==> src/irq_hdr_pkg.sv <==
// constants shared by the disk controller interrupt and header fault logic
package irq_hdr_pkg;

    // ==================== register offsets
    localparam logic [3:0] status_off = 4'h0;
    localparam logic [3:0] error_off = 4'h1;
    localparam logic [3:0] op_setup_off = 4'h2;
    localparam logic [3:0] drive_cmd_off = 4'h3;
    localparam logic [3:0] lock_release_off = 4'h4;
    localparam logic [3:0] control_off = 4'h5;
    localparam logic [3:0] match_en_off = 4'h6;
    localparam logic [3:0] pattern_base_off = 4'h8;

    // ==================== status register fields
    localparam int st_next_cmd = 0;
    localparam int st_hdr_done = 1;
    localparam int st_err_seen = 2;
    localparam int st_corr_done = 3;
    localparam int st_lock_wait = 4;
    localparam int st_busy = 5;

    // ==================== error register fields
    localparam int er_crc = 0;
    localparam int er_overrun = 1;
    localparam int er_sync = 2;
    localparam int er_fifo_lost = 3;
    localparam int er_corr_failed = 4;
    localparam int er_late_lock = 5;
    localparam int er_partial = 6;

    // ==================== setup, command and control fields
    localparam int os_host_alert = 0;
    localparam int os_hdr_alert = 1;
    localparam int os_lockstep = 2;
    localparam int dc_hdr_lsb = 0;
    localparam int dc_data_lsb = 2;
    localparam int dc_drive_en = 4;
    localparam int ctl_chip_clear = 0;

    // ==================== reset values
    localparam logic [7:0] op_setup_rst = 8'h00;
    localparam logic [7:0] drive_cmd_rst = 8'h00;
    localparam logic [5:0] match_en_rst = 6'h00;

    // ==================== header geometry
    localparam int hdr_bytes = 6;

    // ==================== operation codes
    typedef enum logic [1:0] {
        hdr_ignore = 2'h0,
        hdr_read = 2'h1,
        hdr_compare = 2'h2,
        hdr_write = 2'h3
    } hdr_op_t;

    typedef enum logic [1:0] {
        data_read = 2'h0,
        data_check = 2'h1,
        data_write = 2'h2,
        data_none = 2'h3
    } data_op_t;

    // ==================== sector phase
    typedef enum logic [2:0] {
        ph_idle = 3'b001,
        ph_header = 3'b010,
        ph_data = 3'b100
    } phase_t;

endpackage

==> src/hdr_pattern_mem.sv <==
// small memory of expected header bytes with a registered read port
`timescale 1ns/1ps
module hdr_pattern_mem (
    // clock
    input wire logic mclk_i,
    // write port
    input wire logic wr_i,
    input wire logic [2:0] waddr_i,
    input wire logic [7:0] wdata_i,
    // read port
    input wire logic [2:0] raddr_i,
    output logic [7:0] rdata_o
);

    // ==================== storage
    // no reset: contents are defined by software before any compare
    logic [7:0] mem_q [0:7];

    always_ff @(posedge mclk_i) begin
        if (wr_i) begin
            mem_q[waddr_i] <= wdata_i;
        end
        rdata_o <= mem_q[raddr_i];
    end

endmodule // hdr_pattern_mem

==> src/disk_irq_ctrl.sv <==
// interrupt, flag and header fault logic of the disk data controller
//
// Implementation choices: the address map and the plain strobed port.
`timescale 1ns/1ps
module disk_irq_ctrl (
    // clock and reset
    input wire logic mclk_i,
    input wire logic rst_n_i,
    // register port
    input wire logic [3:0] addr_i,
    input wire logic [7:0] wdata_i,
    input wire logic wr_i,
    input wire logic rd_i,
    output logic [7:0] rdata_o,
    // sequencer events
    input wire logic cmd_start_i,
    input wire logic multi_sector_i,
    input wire logic hdr_done_i,
    input wire logic data_end_i,
    input wire logic op_done_i,
    // disk header byte stream
    input wire logic hdr_byte_valid_i,
    input wire logic [2:0] hdr_byte_idx_i,
    input wire logic [7:0] hdr_byte_i,
    // error sources
    input wire logic crc_err_i,
    input wire logic overrun_i,
    input wire logic sync_err_i,
    input wire logic fifo_lost_i,
    input wire logic corr_done_i,
    input wire logic corr_fail_i,
    // sequencer controls
    output logic [7:0] active_cmd_o,
    output logic terminate_o,
    output logic xfer_block_o,
    output logic hdr_fifo_wr_o,
    output logic [7:0] hdr_fifo_data_o,
    // interrupt pin
    output logic alert_n_o
);

    // ==================== register strobes
    logic wr_setup, wr_cmd, wr_lock, wr_ctl, wr_match, wr_pat, rd_status;
    logic chip_clear;

    assign wr_setup = wr_i && (addr_i == irq_hdr_pkg::op_setup_off);
    assign wr_cmd = wr_i && (addr_i == irq_hdr_pkg::drive_cmd_off);
    assign wr_lock = wr_i && (addr_i == irq_hdr_pkg::lock_release_off);
    assign wr_ctl = wr_i && (addr_i == irq_hdr_pkg::control_off);
    assign wr_match = wr_i && (addr_i == irq_hdr_pkg::match_en_off);
    assign wr_pat = wr_i && (addr_i[3] == 1'b1) && (addr_i[2:0] < 3'h6);
    assign rd_status = rd_i && (addr_i == irq_hdr_pkg::status_off);
    assign chip_clear = wr_ctl && wdata_i[irq_hdr_pkg::ctl_chip_clear];

    // ==================== setup and command registers
    logic [7:0] op_setup_q;
    logic [7:0] drive_cmd_q;
    logic [7:0] active_cmd_q;
    logic [5:0] match_en_q;
    logic host_alert_en, hdr_alert_en, lockstep_en;

    assign host_alert_en = op_setup_q[irq_hdr_pkg::os_host_alert];
    assign hdr_alert_en = op_setup_q[irq_hdr_pkg::os_hdr_alert];
    assign lockstep_en = op_setup_q[irq_hdr_pkg::os_lockstep];

    always_ff @(posedge mclk_i or negedge rst_n_i) begin
        if (!rst_n_i) begin
            op_setup_q <= irq_hdr_pkg::op_setup_rst;
            drive_cmd_q <= irq_hdr_pkg::drive_cmd_rst;
            match_en_q <= irq_hdr_pkg::match_en_rst;
        end else if (chip_clear) begin
            op_setup_q <= irq_hdr_pkg::op_setup_rst;
            drive_cmd_q <= irq_hdr_pkg::drive_cmd_rst;
            match_en_q <= irq_hdr_pkg::match_en_rst;
        end else begin
            if (wr_setup) begin
                op_setup_q <= wdata_i;
            end
            if (wr_cmd) begin
                drive_cmd_q <= wdata_i;
            end
            if (wr_match) begin
                match_en_q <= wdata_i[5:0];
            end
        end
    end

    // ==================== sector phase
    irq_hdr_pkg::phase_t phase_q;
    logic hdr_begin;

    // the working copy is loaded only at a header start, so the host may
    // rewrite the command while the current data field is still running
    assign hdr_begin = cmd_start_i
        || (data_end_i && multi_sector_i && (phase_q == irq_hdr_pkg::ph_data));

    always_ff @(posedge mclk_i or negedge rst_n_i) begin
        if (!rst_n_i) begin
            phase_q <= irq_hdr_pkg::ph_idle;
            active_cmd_q <= irq_hdr_pkg::drive_cmd_rst;
        end else if (chip_clear || terminate_o || op_done_i) begin
            phase_q <= irq_hdr_pkg::ph_idle;
        end else begin
            if (hdr_begin) begin
                active_cmd_q <= drive_cmd_q;
            end
            case (phase_q)
                irq_hdr_pkg::ph_idle: begin
                    if (cmd_start_i) begin
                        phase_q <= irq_hdr_pkg::ph_header;
                    end
                end
                irq_hdr_pkg::ph_header: begin
                    if (hdr_done_i) begin
                        phase_q <= irq_hdr_pkg::ph_data;
                    end
                end
                irq_hdr_pkg::ph_data: begin
                    if (hdr_begin) begin
                        phase_q <= irq_hdr_pkg::ph_header;
                    end else if (data_end_i) begin
                        phase_q <= irq_hdr_pkg::ph_idle;
                    end
                end
                default: begin
                    phase_q <= irq_hdr_pkg::ph_idle;
                end
            endcase
        end
    end

    assign active_cmd_o = active_cmd_q;

    // ==================== header compare
    logic [7:0] pat_byte;
    logic cmp_valid_q;
    logic [2:0] cmp_idx_q;
    logic [7:0] cmp_byte_q;
    logic is_compare, is_read_hdr, is_check;
    logic en_match_q, mismatch_q, en_match_d, mismatch_d;
    logic byte_eq;

    hdr_pattern_mem u_pattern (
        .mclk_i(mclk_i),
        .wr_i(wr_pat),
        .waddr_i(addr_i[2:0]),
        .wdata_i(wdata_i),
        .raddr_i(hdr_byte_idx_i),
        .rdata_o(pat_byte)
    );

    assign is_compare = active_cmd_q[irq_hdr_pkg::dc_hdr_lsb +: 2] == irq_hdr_pkg::hdr_compare;
    assign is_read_hdr = active_cmd_q[irq_hdr_pkg::dc_hdr_lsb +: 2] == irq_hdr_pkg::hdr_read;
    assign is_check = active_cmd_q[irq_hdr_pkg::dc_data_lsb +: 2] == irq_hdr_pkg::data_check;
    assign byte_eq = cmp_byte_q == pat_byte;

    // the pattern arrives one cycle after the disk byte, so the byte is delayed to meet it
    always_ff @(posedge mclk_i or negedge rst_n_i) begin
        if (!rst_n_i) begin
            cmp_valid_q <= 1'b0;
            cmp_idx_q <= 3'h0;
            cmp_byte_q <= 8'h00;
        end else begin
            cmp_valid_q <= hdr_byte_valid_i;
            cmp_idx_q <= hdr_byte_idx_i;
            cmp_byte_q <= hdr_byte_i;
        end
    end

    always_comb begin
        en_match_d = en_match_q;
        mismatch_d = mismatch_q;
        if (cmp_valid_q && is_compare) begin
            if (byte_eq && match_en_q[cmp_idx_q]) begin
                en_match_d = 1'b1;
            end
            if (!byte_eq) begin
                mismatch_d = 1'b1;
            end
        end
    end

    always_ff @(posedge mclk_i or negedge rst_n_i) begin
        if (!rst_n_i) begin
            en_match_q <= 1'b0;
            mismatch_q <= 1'b0;
        end else if (hdr_begin || chip_clear) begin
            en_match_q <= 1'b0;
            mismatch_q <= 1'b0;
        end else begin
            en_match_q <= en_match_d;
            mismatch_q <= mismatch_d;
        end
    end

    // header bytes go to the fifo on read header and on compare with check data
    always_ff @(posedge mclk_i or negedge rst_n_i) begin
        if (!rst_n_i) begin
            hdr_fifo_wr_o <= 1'b0;
            hdr_fifo_data_o <= 8'h00;
        end else begin
            hdr_fifo_wr_o <= cmp_valid_q && (is_read_hdr || (is_compare && is_check));
            hdr_fifo_data_o <= cmp_byte_q;
        end
    end

    // ==================== lockstep
    logic lock_wait_q;
    logic late_lock;

    assign late_lock = lock_wait_q && data_end_i && !wr_lock;

    always_ff @(posedge mclk_i or negedge rst_n_i) begin
        if (!rst_n_i) begin
            lock_wait_q <= 1'b0;
        end else if (chip_clear || terminate_o || op_done_i) begin
            lock_wait_q <= 1'b0;
        end else if (hdr_done_i && lockstep_en) begin
            lock_wait_q <= 1'b1;
        end else if (wr_lock) begin
            lock_wait_q <= 1'b0;
        end
    end

    // ==================== error register
    logic [6:0] err_q;
    logic [6:0] err_set;
    logic partial_hit;

    // write, read and ignore header never reach this term
    assign partial_hit = hdr_done_i && is_compare && en_match_d && mismatch_d;

    always_comb begin
        err_set = 7'h00;
        err_set[irq_hdr_pkg::er_crc] = crc_err_i;
        err_set[irq_hdr_pkg::er_overrun] = overrun_i;
        err_set[irq_hdr_pkg::er_sync] = sync_err_i;
        err_set[irq_hdr_pkg::er_fifo_lost] = fifo_lost_i;
        err_set[irq_hdr_pkg::er_corr_failed] = corr_done_i && corr_fail_i;
        err_set[irq_hdr_pkg::er_late_lock] = late_lock;
        err_set[irq_hdr_pkg::er_partial] = partial_hit;
    end

    // error bits hold until the next command or a clear, so both
    // crc and partial errors remain visible after termination
    always_ff @(posedge mclk_i or negedge rst_n_i) begin
        if (!rst_n_i) begin
            err_q <= 7'h00;
        end else if (chip_clear) begin
            err_q <= 7'h00;
        end else if (cmd_start_i) begin
            err_q <= err_set;
        end else begin
            err_q <= err_q | err_set;
        end
    end

    // ==================== termination and data block
    always_ff @(posedge mclk_i or negedge rst_n_i) begin
        if (!rst_n_i) begin
            terminate_o <= 1'b0;
            xfer_block_o <= 1'b0;
        end else begin
            terminate_o <= !chip_clear && (partial_hit || late_lock);
            if (chip_clear || cmd_start_i) begin
                xfer_block_o <= 1'b0;
            end else if (partial_hit && is_check) begin
                xfer_block_o <= 1'b1;
            end
        end
    end

    // ==================== status flags
    logic [3:0] st_q;
    logic [3:0] st_set;
    logic err_event;

    // a correction failure alone raises no extra event; the end of cycle covers it
    assign err_event = |(err_set & ~(7'h01 << irq_hdr_pkg::er_corr_failed));

    always_comb begin
        st_set = 4'h0;
        st_set[irq_hdr_pkg::st_next_cmd] = op_done_i || terminate_o;
        st_set[irq_hdr_pkg::st_hdr_done] = hdr_done_i;
        st_set[irq_hdr_pkg::st_err_seen] = err_event;
        st_set[irq_hdr_pkg::st_corr_done] = corr_done_i;
    end

    // a set in the same cycle as the status read wins over the clear
    always_ff @(posedge mclk_i or negedge rst_n_i) begin
        if (!rst_n_i) begin
            st_q <= 4'h0;
        end else if (chip_clear) begin
            st_q <= 4'h0;
        end else if (rd_status) begin
            st_q <= st_set;
        end else begin
            st_q <= st_q | st_set;
        end
    end

    // ==================== alert pin
    logic pending_q, held_q, pending_d;
    logic alert_event;

    always_comb begin
        alert_event = op_done_i || terminate_o || err_event || corr_done_i;
        if (hdr_done_i && hdr_alert_en) begin
            alert_event = 1'b1;
        end
        if (rd_status) begin
            pending_d = 1'b0;
        end else begin
            pending_d = pending_q || held_q || alert_event;
        end
    end

    // drive_enable_bit plays no part here, so dropping it keeps the alert
    always_ff @(posedge mclk_i or negedge rst_n_i) begin
        if (!rst_n_i) begin
            pending_q <= 1'b0;
            held_q <= 1'b0;
            alert_n_o <= 1'b1;
        end else if (chip_clear) begin
            pending_q <= 1'b0;
            held_q <= 1'b0;
            alert_n_o <= 1'b1;
        end else begin
            pending_q <= pending_d;
            held_q <= rd_status && alert_event;
            alert_n_o <= !(host_alert_en && pending_d);
        end
    end

    // ==================== read port
    logic [7:0] rd_mux;

    always_comb begin
        rd_mux = 8'h00;
        case (addr_i)
            irq_hdr_pkg::status_off: begin
                rd_mux[3:0] = st_q;
                rd_mux[irq_hdr_pkg::st_lock_wait] = lock_wait_q;
                rd_mux[irq_hdr_pkg::st_busy] = phase_q != irq_hdr_pkg::ph_idle;
            end
            irq_hdr_pkg::error_off: begin
                rd_mux[6:0] = err_q;
            end
            irq_hdr_pkg::op_setup_off: begin
                rd_mux = op_setup_q;
            end
            irq_hdr_pkg::drive_cmd_off: begin
                rd_mux = drive_cmd_q;
            end
            irq_hdr_pkg::match_en_off: begin
                rd_mux[5:0] = match_en_q;
            end
            default: begin
                rd_mux = 8'h00;
            end
        endcase
    end

    always_ff @(posedge mclk_i or negedge rst_n_i) begin
        if (!rst_n_i) begin
            rdata_o <= 8'h00;
        end else if (rd_i) begin
            rdata_o <= rd_mux;
        end else begin
            rdata_o <= 8'h00;
        end
    end

endmodule // disk_irq_ctrl

==> config.mk <==
export PLATFORM = sky130hd
export DESIGN_NAME = disk_irq_ctrl
export DESIGN_NICKNAME = d
export VERILOG_FILES = /design/src/irq_hdr_pkg.sv /design/src/hdr_pattern_mem.sv /design/src/disk_irq_ctrl.sv
export SDC_FILE = /design/constraint.sdc
export NUM_CORES = 1
export LEC_CHECK = 0
export BUFFER_PORTS_ARGS = -buffer_cell sky130_fd_sc_hd__buf_2
export CORE_MARGIN = 5
export CORE_UTILIZATION = 58
export CTS_CLUSTER_DIAMETER = 80
export CTS_CLUSTER_SIZE = 25
export DETAILED_ROUTE_END_ITERATION = 12
export HOLD_SLACK_MARGIN = 0.06
export PLACE_DENSITY = 0.8
export SLEW_MARGIN = 15
export SYNTH_ARGS = -nofsm -noshare
export SYNTH_HDL_FRONTEND = slang
export SYNTH_HIERARCHICAL = 1
export SYNTH_SLANG_ARGS = --single-unit
==> constraint.sdc <==
create_clock -name mclk_i -period 2.15 [get_ports mclk_i]
set_input_delay 0.43 -clock mclk_i [delete_from_list [all_inputs] [get_ports mclk_i]]
set_output_delay 0.43 -clock mclk_i [all_outputs]
set_load 0.05 [all_outputs]
==> impl_metrics.json, run 1 <==
{
  "status": "finished clean",
  "grt_pass1_vias": 4047,
  "grt_max_degree": 44,
  "clock_skew_ps": 4.61,
  "antenna_found_initial": 0,
  "core.rowCount": 37,
  "synth_area_leader_cell": "dfrtp_1",
  "nets": 544,
  "synth.distinct_cells": 49,
  "vias_per_cell": 5.91,
  "dp.cells": 612,
  "syn_area_sq_mm": 0.00615,
  "hold_viol": 0,
  "drive_above_1_share_pct": 28.6,
  "synthCells": 405,
  "diodes": 0,
  "path_class": "reg2reg",
  "clk_pin_slew_ps": 60,
  "start_kind": "register",
  "syn_area_per_cell_sq_um": 15.2,
  "place_congestion": 0.904,
  "maxSlewViolCount": 0,
  "clock_path_buffers": 2,
  "syn-num-nets": 444,
  "drtPass1Iterations": 6,
  "cts.sinks": 153,
  "slew_headroom_pct": 66.9,
  "grt_overflow": 0,
  "postCtsSetupRepairBufs": 0,
  "max_freq_ghz": 0.532,
  "synth_most_common_cell": "dfrtp_1",
  "multi_input_area_sq_mm": 0.00192,
  "finalWirelength_um": 13500,
  "hold_class": "in2reg",
  "wl_per_cell_um": 20.7,
  "initial_utilization_pct": 59.6,
  "drc": 0,
  "die-width_um": 113,
  "ant_nets": 0,
  "seq_area_sq_mm": 0.00411,
  "ir_drop_mv": 0.630,
  "final.setup.tns_ps": 0,
  "cp_slowest_cell": "dfrtp_1",
  "place_hpwl_um": 9160,
  "synth_edf_count": 64,
  "routed-via-count": 3862,
  "port_buffers": 66,
  "yosys_warnings": 6,
  "period_needed_ps": 1880,
  "seq_area_frac_synth_pct": 66.9,
  "die_y_um": 113,
  "fin_crit_sh_pct": 87.4,
  "clockRootBuffer": "clkbuf_8",
  "grt_pass1_wl_um": 21600,
  "cp.arrival_ps": 2270,
  "maxCapViolations": 0,
  "fill_cells": 625,
  "synth-seq-cells": 153,
  "ys.flop_type": "dfrtp_1",
  "p_leak_uw": 0.00314,
  "drt_iter0_drc": 421,
  "cp-end-kind": "register",
  "critPathMaxFanout": 7,
  "path_cells": "xor2_1, nor4_1, nand2_1, a31oi_4, a2bb2oi_4, a31oi_1",
  "ys_async_sr_fraction_pct": 52.9,
  "ios": 67,
  "h-tree-depth": 4,
  "rsz0062_at_grt": "false",
  "yosys.area.top_type_share_pct": 32.2,
  "setup_viol": 0,
  "cp.required_ps": 2540,
  "p_per_area_mw_per_mm2": 989,
  "area_growth_pct": 20.8,
  "dieArea_sq_mm": 0.0128,
  "cts_tree": "yes",
  "tightest_slew_ps": 492,
  "synthTopCellsByArea": "dfrtp_1 (32%), edfxtp_1 (31%), mux4_1 (6.4%), mux2i_1 (3.9%), dfxtp_1 (2.6%)",
  "slowest_delay_ps": 380,
  "core_area_sq_mm": 0.0103,
  "instances_no_fill": 654,
  "synth_commonest_cells": "dfrtp_1 (79), edfxtp_1 (64), nor2_1 (42)",
  "clock_latency_ps": 530,
  "cts_buffers": 17,
  "grt.total_usage_pct": 22.7
}
cells in the final DEF (no fill, tap or decap), drive strengths merged, types with 2 or more instances in the layout:
cell | Yosys | routed
dfrtp | 79 | 79
inv | 6 | 6
nand3 | 12 | 12
xor2 | 8 | 8
a222oi | 2 | 2
mux2i | 24 | 24
clkinvlp | 0 | 3
clkbuf | 5 | 17
nor4 | 4 | 4
buf | 9 | 85
mux2 | 19 | 19
dfxtp | 8 | 8
nand4 | 2 | 2
nand2 | 23 | 23
nor3b | 3 | 3
a22o | 3 | 3
o21ai | 8 | 8
nand2b | 3 | 3
o22ai | 2 | 2
dlygate4sd3 | 0 | 10
a22oi | 4 | 4
bufinv | 0 | 4
dfstp | 2 | 2
clkinv | 1 | 9
a31oi | 8 | 8
and4 | 2 | 2
mux4 | 18 | 18
edfxtp | 64 | 64
nor2b | 7 | 7
nor3 | 6 | 6
nor2 | 45 | 45
a21oi | 21 | 21
worst max-delay path: cells and delay by family, from the launching register on:
kind | cells | cell delay [ps]
compound gates | 3 | 680
xor+xnor | 1 | 140
flops | 1 | 380
simple gates | 2 | 520
kinds of logic after synthesis:
logic type / after synthesis / share of synthesized area (%)
DFF: 153 / 66.9
and+or+nand+nor: 110 / 8.91
muxes: 61 / 15.4
AOI/OAI and AO/OA: 52 / 5.80
buffers and inverters: 21 / 1.89
xor gates and xnor gates: 8 / 1.14
state kept, by name, summed over array words and instances (netlist names), 3 cells and up:
name,flops
cmp_idx_q,3
cmp_byte_q,8
rdata_o,8
drive_cmd_q,8
hdr_fifo_data_o,8
err_q,7
match_en_q,6
st_q,4
active_cmd_o,8
phase_q,3
u_pattern/rdata_o,8
op_setup_q,8
u_pattern/mem_q,64
layer usage:
metal | vias to the layer above | global-route usage (%) | part of all wire [%]
met4 | 0 | 10.5 | 3.0
met1 | 1912 | 29.4 | 40
met5 | - | 0 | 0
li1 | 1723 | - | -
met2 | 191 | 35.8 | 50
met3 | 36 | 6.52 | 7.5
per-stage QoR:
stage / instance area (sq um) / utilization [%] / hold WS, ps / power [uW] / setup WS [ps]
6_report: 7430 / 71.9 / 138 / 7350 / 270
5_1_grt: 7430 / 71.9 / 121 / 7630 / 134
4_1_cts: 7430 / 71.9 / 112 / 7390 / 259
3_5_place_dp: 6730 / 65.2 / 378 / 4400 / 276
3_3_place_gp: 6730 / 65.2 / 375 / 4360 / 306
2_1_floorplan: 6150 / - / 134 / 4080 / 144
worst paths after layout:
path / startpoint / depth (start not counted) / slack, ps / to
min in group asynchronous: rst_n_i / 2 / 450 / active_cmd_o[5]
max in group asynchronous: rst_n_i / 3 / 1100 / hdr_fifo_data_o[7]
setup reg to reg: cmp_byte_q[2] / 6 / 270 / held_q
hold reg to reg: cmp_byte_q[2] / 0 / 390 / hdr_fifo_data_o[2]
setup / recovery: cmp_byte_q[2] / 6 / 270 / held_q
hold / removal: sync_err_i / 3 / 140 / err_q[2]
area by class of cell:
cell class              instances  share of cell area (%)
well taps                     136                    2.29
multi-input cells             231                    25.9
clock inverters                15                    2.46
clock buffers                  17                    5.58
flip-flops and latches        153                    55.4
repair buffers                 95                    8.09
inverters                       7                   0.354
where the power goes:
group	leakage (uW)	switching, uW	internal, uW	total [uW]
clock network	0.000286	1120	1860	2980
registers	0.00165	166	3270	3440
logic	0.00121	573	358	931
total	0.00314	1860	5490	7350
repair_timing:
item                                    in CTS  in global routing
endpoints found under the setup margin       0                  0
gates resized for setup                      0                  0
hold endpoints to repair                    45                  0
hold buffers                                10                  0
Power figures use the tool's default switching activity.
==> inputs of run 2 (changes only) <==
- BUFFER_PORTS_ARGS: -buffer_cell sky130_fd_sc_hd__buf_2 -> unset
- CORE_UTILIZATION: 58 -> 63
- DONT_BUFFER_PORTS: unset -> 1
==> run 2 against run 1 <==
  * Critical path depth stayed put
  * Die area decreased by 7.2%
  * Worst setup slack gained 11 ps
==> impl_metrics.json, run 2 (same netlist as run 1, synthesis figures left out) <==
{
  "status": "finished clean",
  "die_y_um": 109,
  "finalWirelength_um": 14600,
  "cts_buffers": 17,
  "timing.rr.start": "cmp_byte_q[2]",
  "drtPass1Iterations": 6,
  "instances_no_fill": 606,
  "place_ws_ps": 307,
  "clock_skew_ps": 5.68,
  "p_per_area_mw_per_mm2": 1010,
  "h-tree-depth": 4,
  "cp.arrival_ps": 2270,
  "grt_overflow": 0,
  "area_growth_pct": 18.9,
  "cp_slowest_cell": "dfrtp_1",
  "drive_above_1_share_pct": 17.8,
  "wl_per_cell_um": 24.1,
  "cp-end-kind": "register",
  "post-route-util_pct": 75.8,
  "startpoint": "cmp_byte_q[2]",
  "setup_viol": 0,
  "drt_iter0_drc": 548,
  "final_cell_mix": "dfrtp_1 (79), edfxtp_1 (64), nor2_1 (42)",
  "core_area_sq_mm": 0.00964,
  "vias_per_cell": 6.37,
  "clock_latency_ps": 530,
  "place_congestion": 0.882,
  "ir_drop_mv": 0.438,
  "p_leak_uw": 0.00296,
  "period_needed_ps": 1870,
  "drc": 0,
  "setup_ws_ps": 281,
  "critPathMaxFanout": 7,
  "max_freq_ghz": 0.535,
  "ant_nets": 0,
  "port_buffers": 0,
  "slew_headroom_pct": 54.1,
  "maxSlewViolCount": 0,
  "routed-via-count": 3863,
  "path_cells": "xor2_1, nor4_1, nand2_1, a31oi_4, a2bb2oi_4, a31oi_1",
  "cp.required_ps": 2550,
  "dp.cells": 544,
  "p_total_uw": 7370,
  "clk_pin_slew_ps": 60,
  "place_hpwl_um": 9050,
  "clockRootBuffer": "clkbuf_8",
  "diodes": 0,
  "final_common_cell": "dfrtp_1",
  "die-width_um": 109,
  "dieArea_sq_mm": 0.0118,
  "fin_crit_sh_pct": 86.9,
  "maxCapViolations": 0,
  "slowest_delay_ps": 380,
  "start_kind": "register",
  "final.setup.tns_ps": 0,
  "core.rowCount": 36,
  "rsz0062_at_grt": "false",
  "fill_cells": 581,
  "largest_reg_flops": 64,
  "grt_pass1_wl_um": 22900,
  "cts.sinks": 153,
  "ios": 67,
  "largest_register": "u_pattern/mem_q",
  "grt.total_usage_pct": 27.1,
  "grt_pass1_vias": 4027,
  "hold_viol": 0,
  "grt_max_degree": 82,
  "tightest_slew_ps": 682,
  "initial_utilization_pct": 63.8,
  "cts_tree": "yes",
  "path_class": "reg2reg",
  "antenna_found_initial": 0,
  "nets": 499,
  "min_from": "wdata_i[3]",
  "hold_class": "in2reg",
  "r2r_slack_ps": 280,
  "clock_path_buffers": 2
}
run 2: changes by cell type in the layout (fill, tap and decap cells not counted):
cell | previous run | this run
buf_12 | 2 | 0
buf_16 | 0 | 1
buf_2 | 65 | 0
buf_4 | 18 | 20
bufinv_16 | 4 | 3
clkbuf_1 | 0 | 3
clkbuf_16 | 16 | 18
clkinv_1 | 4 | 1
clkinv_2 | 4 | 2
dlygate4sd3_1 | 10 | 29
inv_6 | 0 | 1
run 2: final cells by class:
cell class              instances  area (sq um)  area share (%)
well taps                     133           166            2.28
repair buffers                 50           468            6.40
multi-input cells             231          1920            26.3
flip-flops and latches        153          4110            56.3
inverters                       7          26.3           0.360
clock buffers                  22           475            6.51
clock inverters                10           140            1.92
run 2: worst max-delay path, delay by kind of cell, from the launching register on:
family	cells	cell delay, ps
XOR/XNOR	1	140
AO/OA/AOI/OAI	3	670
flip-flops	1	380
AND/OR/NAND/NOR	2	540
run 2: routing by layer:
metal	routed length [um]	vias up	track usage, %	part of all wire (%)
met4	387	0	10.6	2.6
met2	7360	241	44.2	50
met1	5320	1941	33.4	36
met5	0	-	0	0
met3	1540	44	9.77	11
li1	-	1637	-	-
run 2: timing repair:
| action | in CTS | in global routing |
|---|---|---|
| buffers inserted | 0 | 0 |
| hold buffers | 30 | 0 |
| hold endpoints to repair | 186 | 0 |
| endpoints found under the setup margin | 0 | 0 |
| gates resized for setup | 0 | 0 |
run 2: final timing paths:
path | endpoint | depth (start not counted)
max | held_q | 6
min | op_setup_q[3] | 2
max reg2reg | held_q | 6
min reg2reg | hdr_fifo_data_o[6] | 0
max in group asynchronous | phase_q[0] | 2
min in group asynchronous | cmp_byte_q[0] | 2
run 2: metrics by stage:
step                area (sq um)  hold WS [ps]
finish                      7310          70.6
global route                7310          72.0
CTS                         7310          60.1
detailed placement          6370           137
global placement            6370           136
floorplan                   6150           134
run 2: report_power, final:
| group | switching [uW] | total [uW] | internal [uW] |
|---|---|---|---|
| registers | 372 | 3640 | 3270 |
| clock network | 1170 | 3080 | 1910 |
| logic | 329 | 652 | 323 |
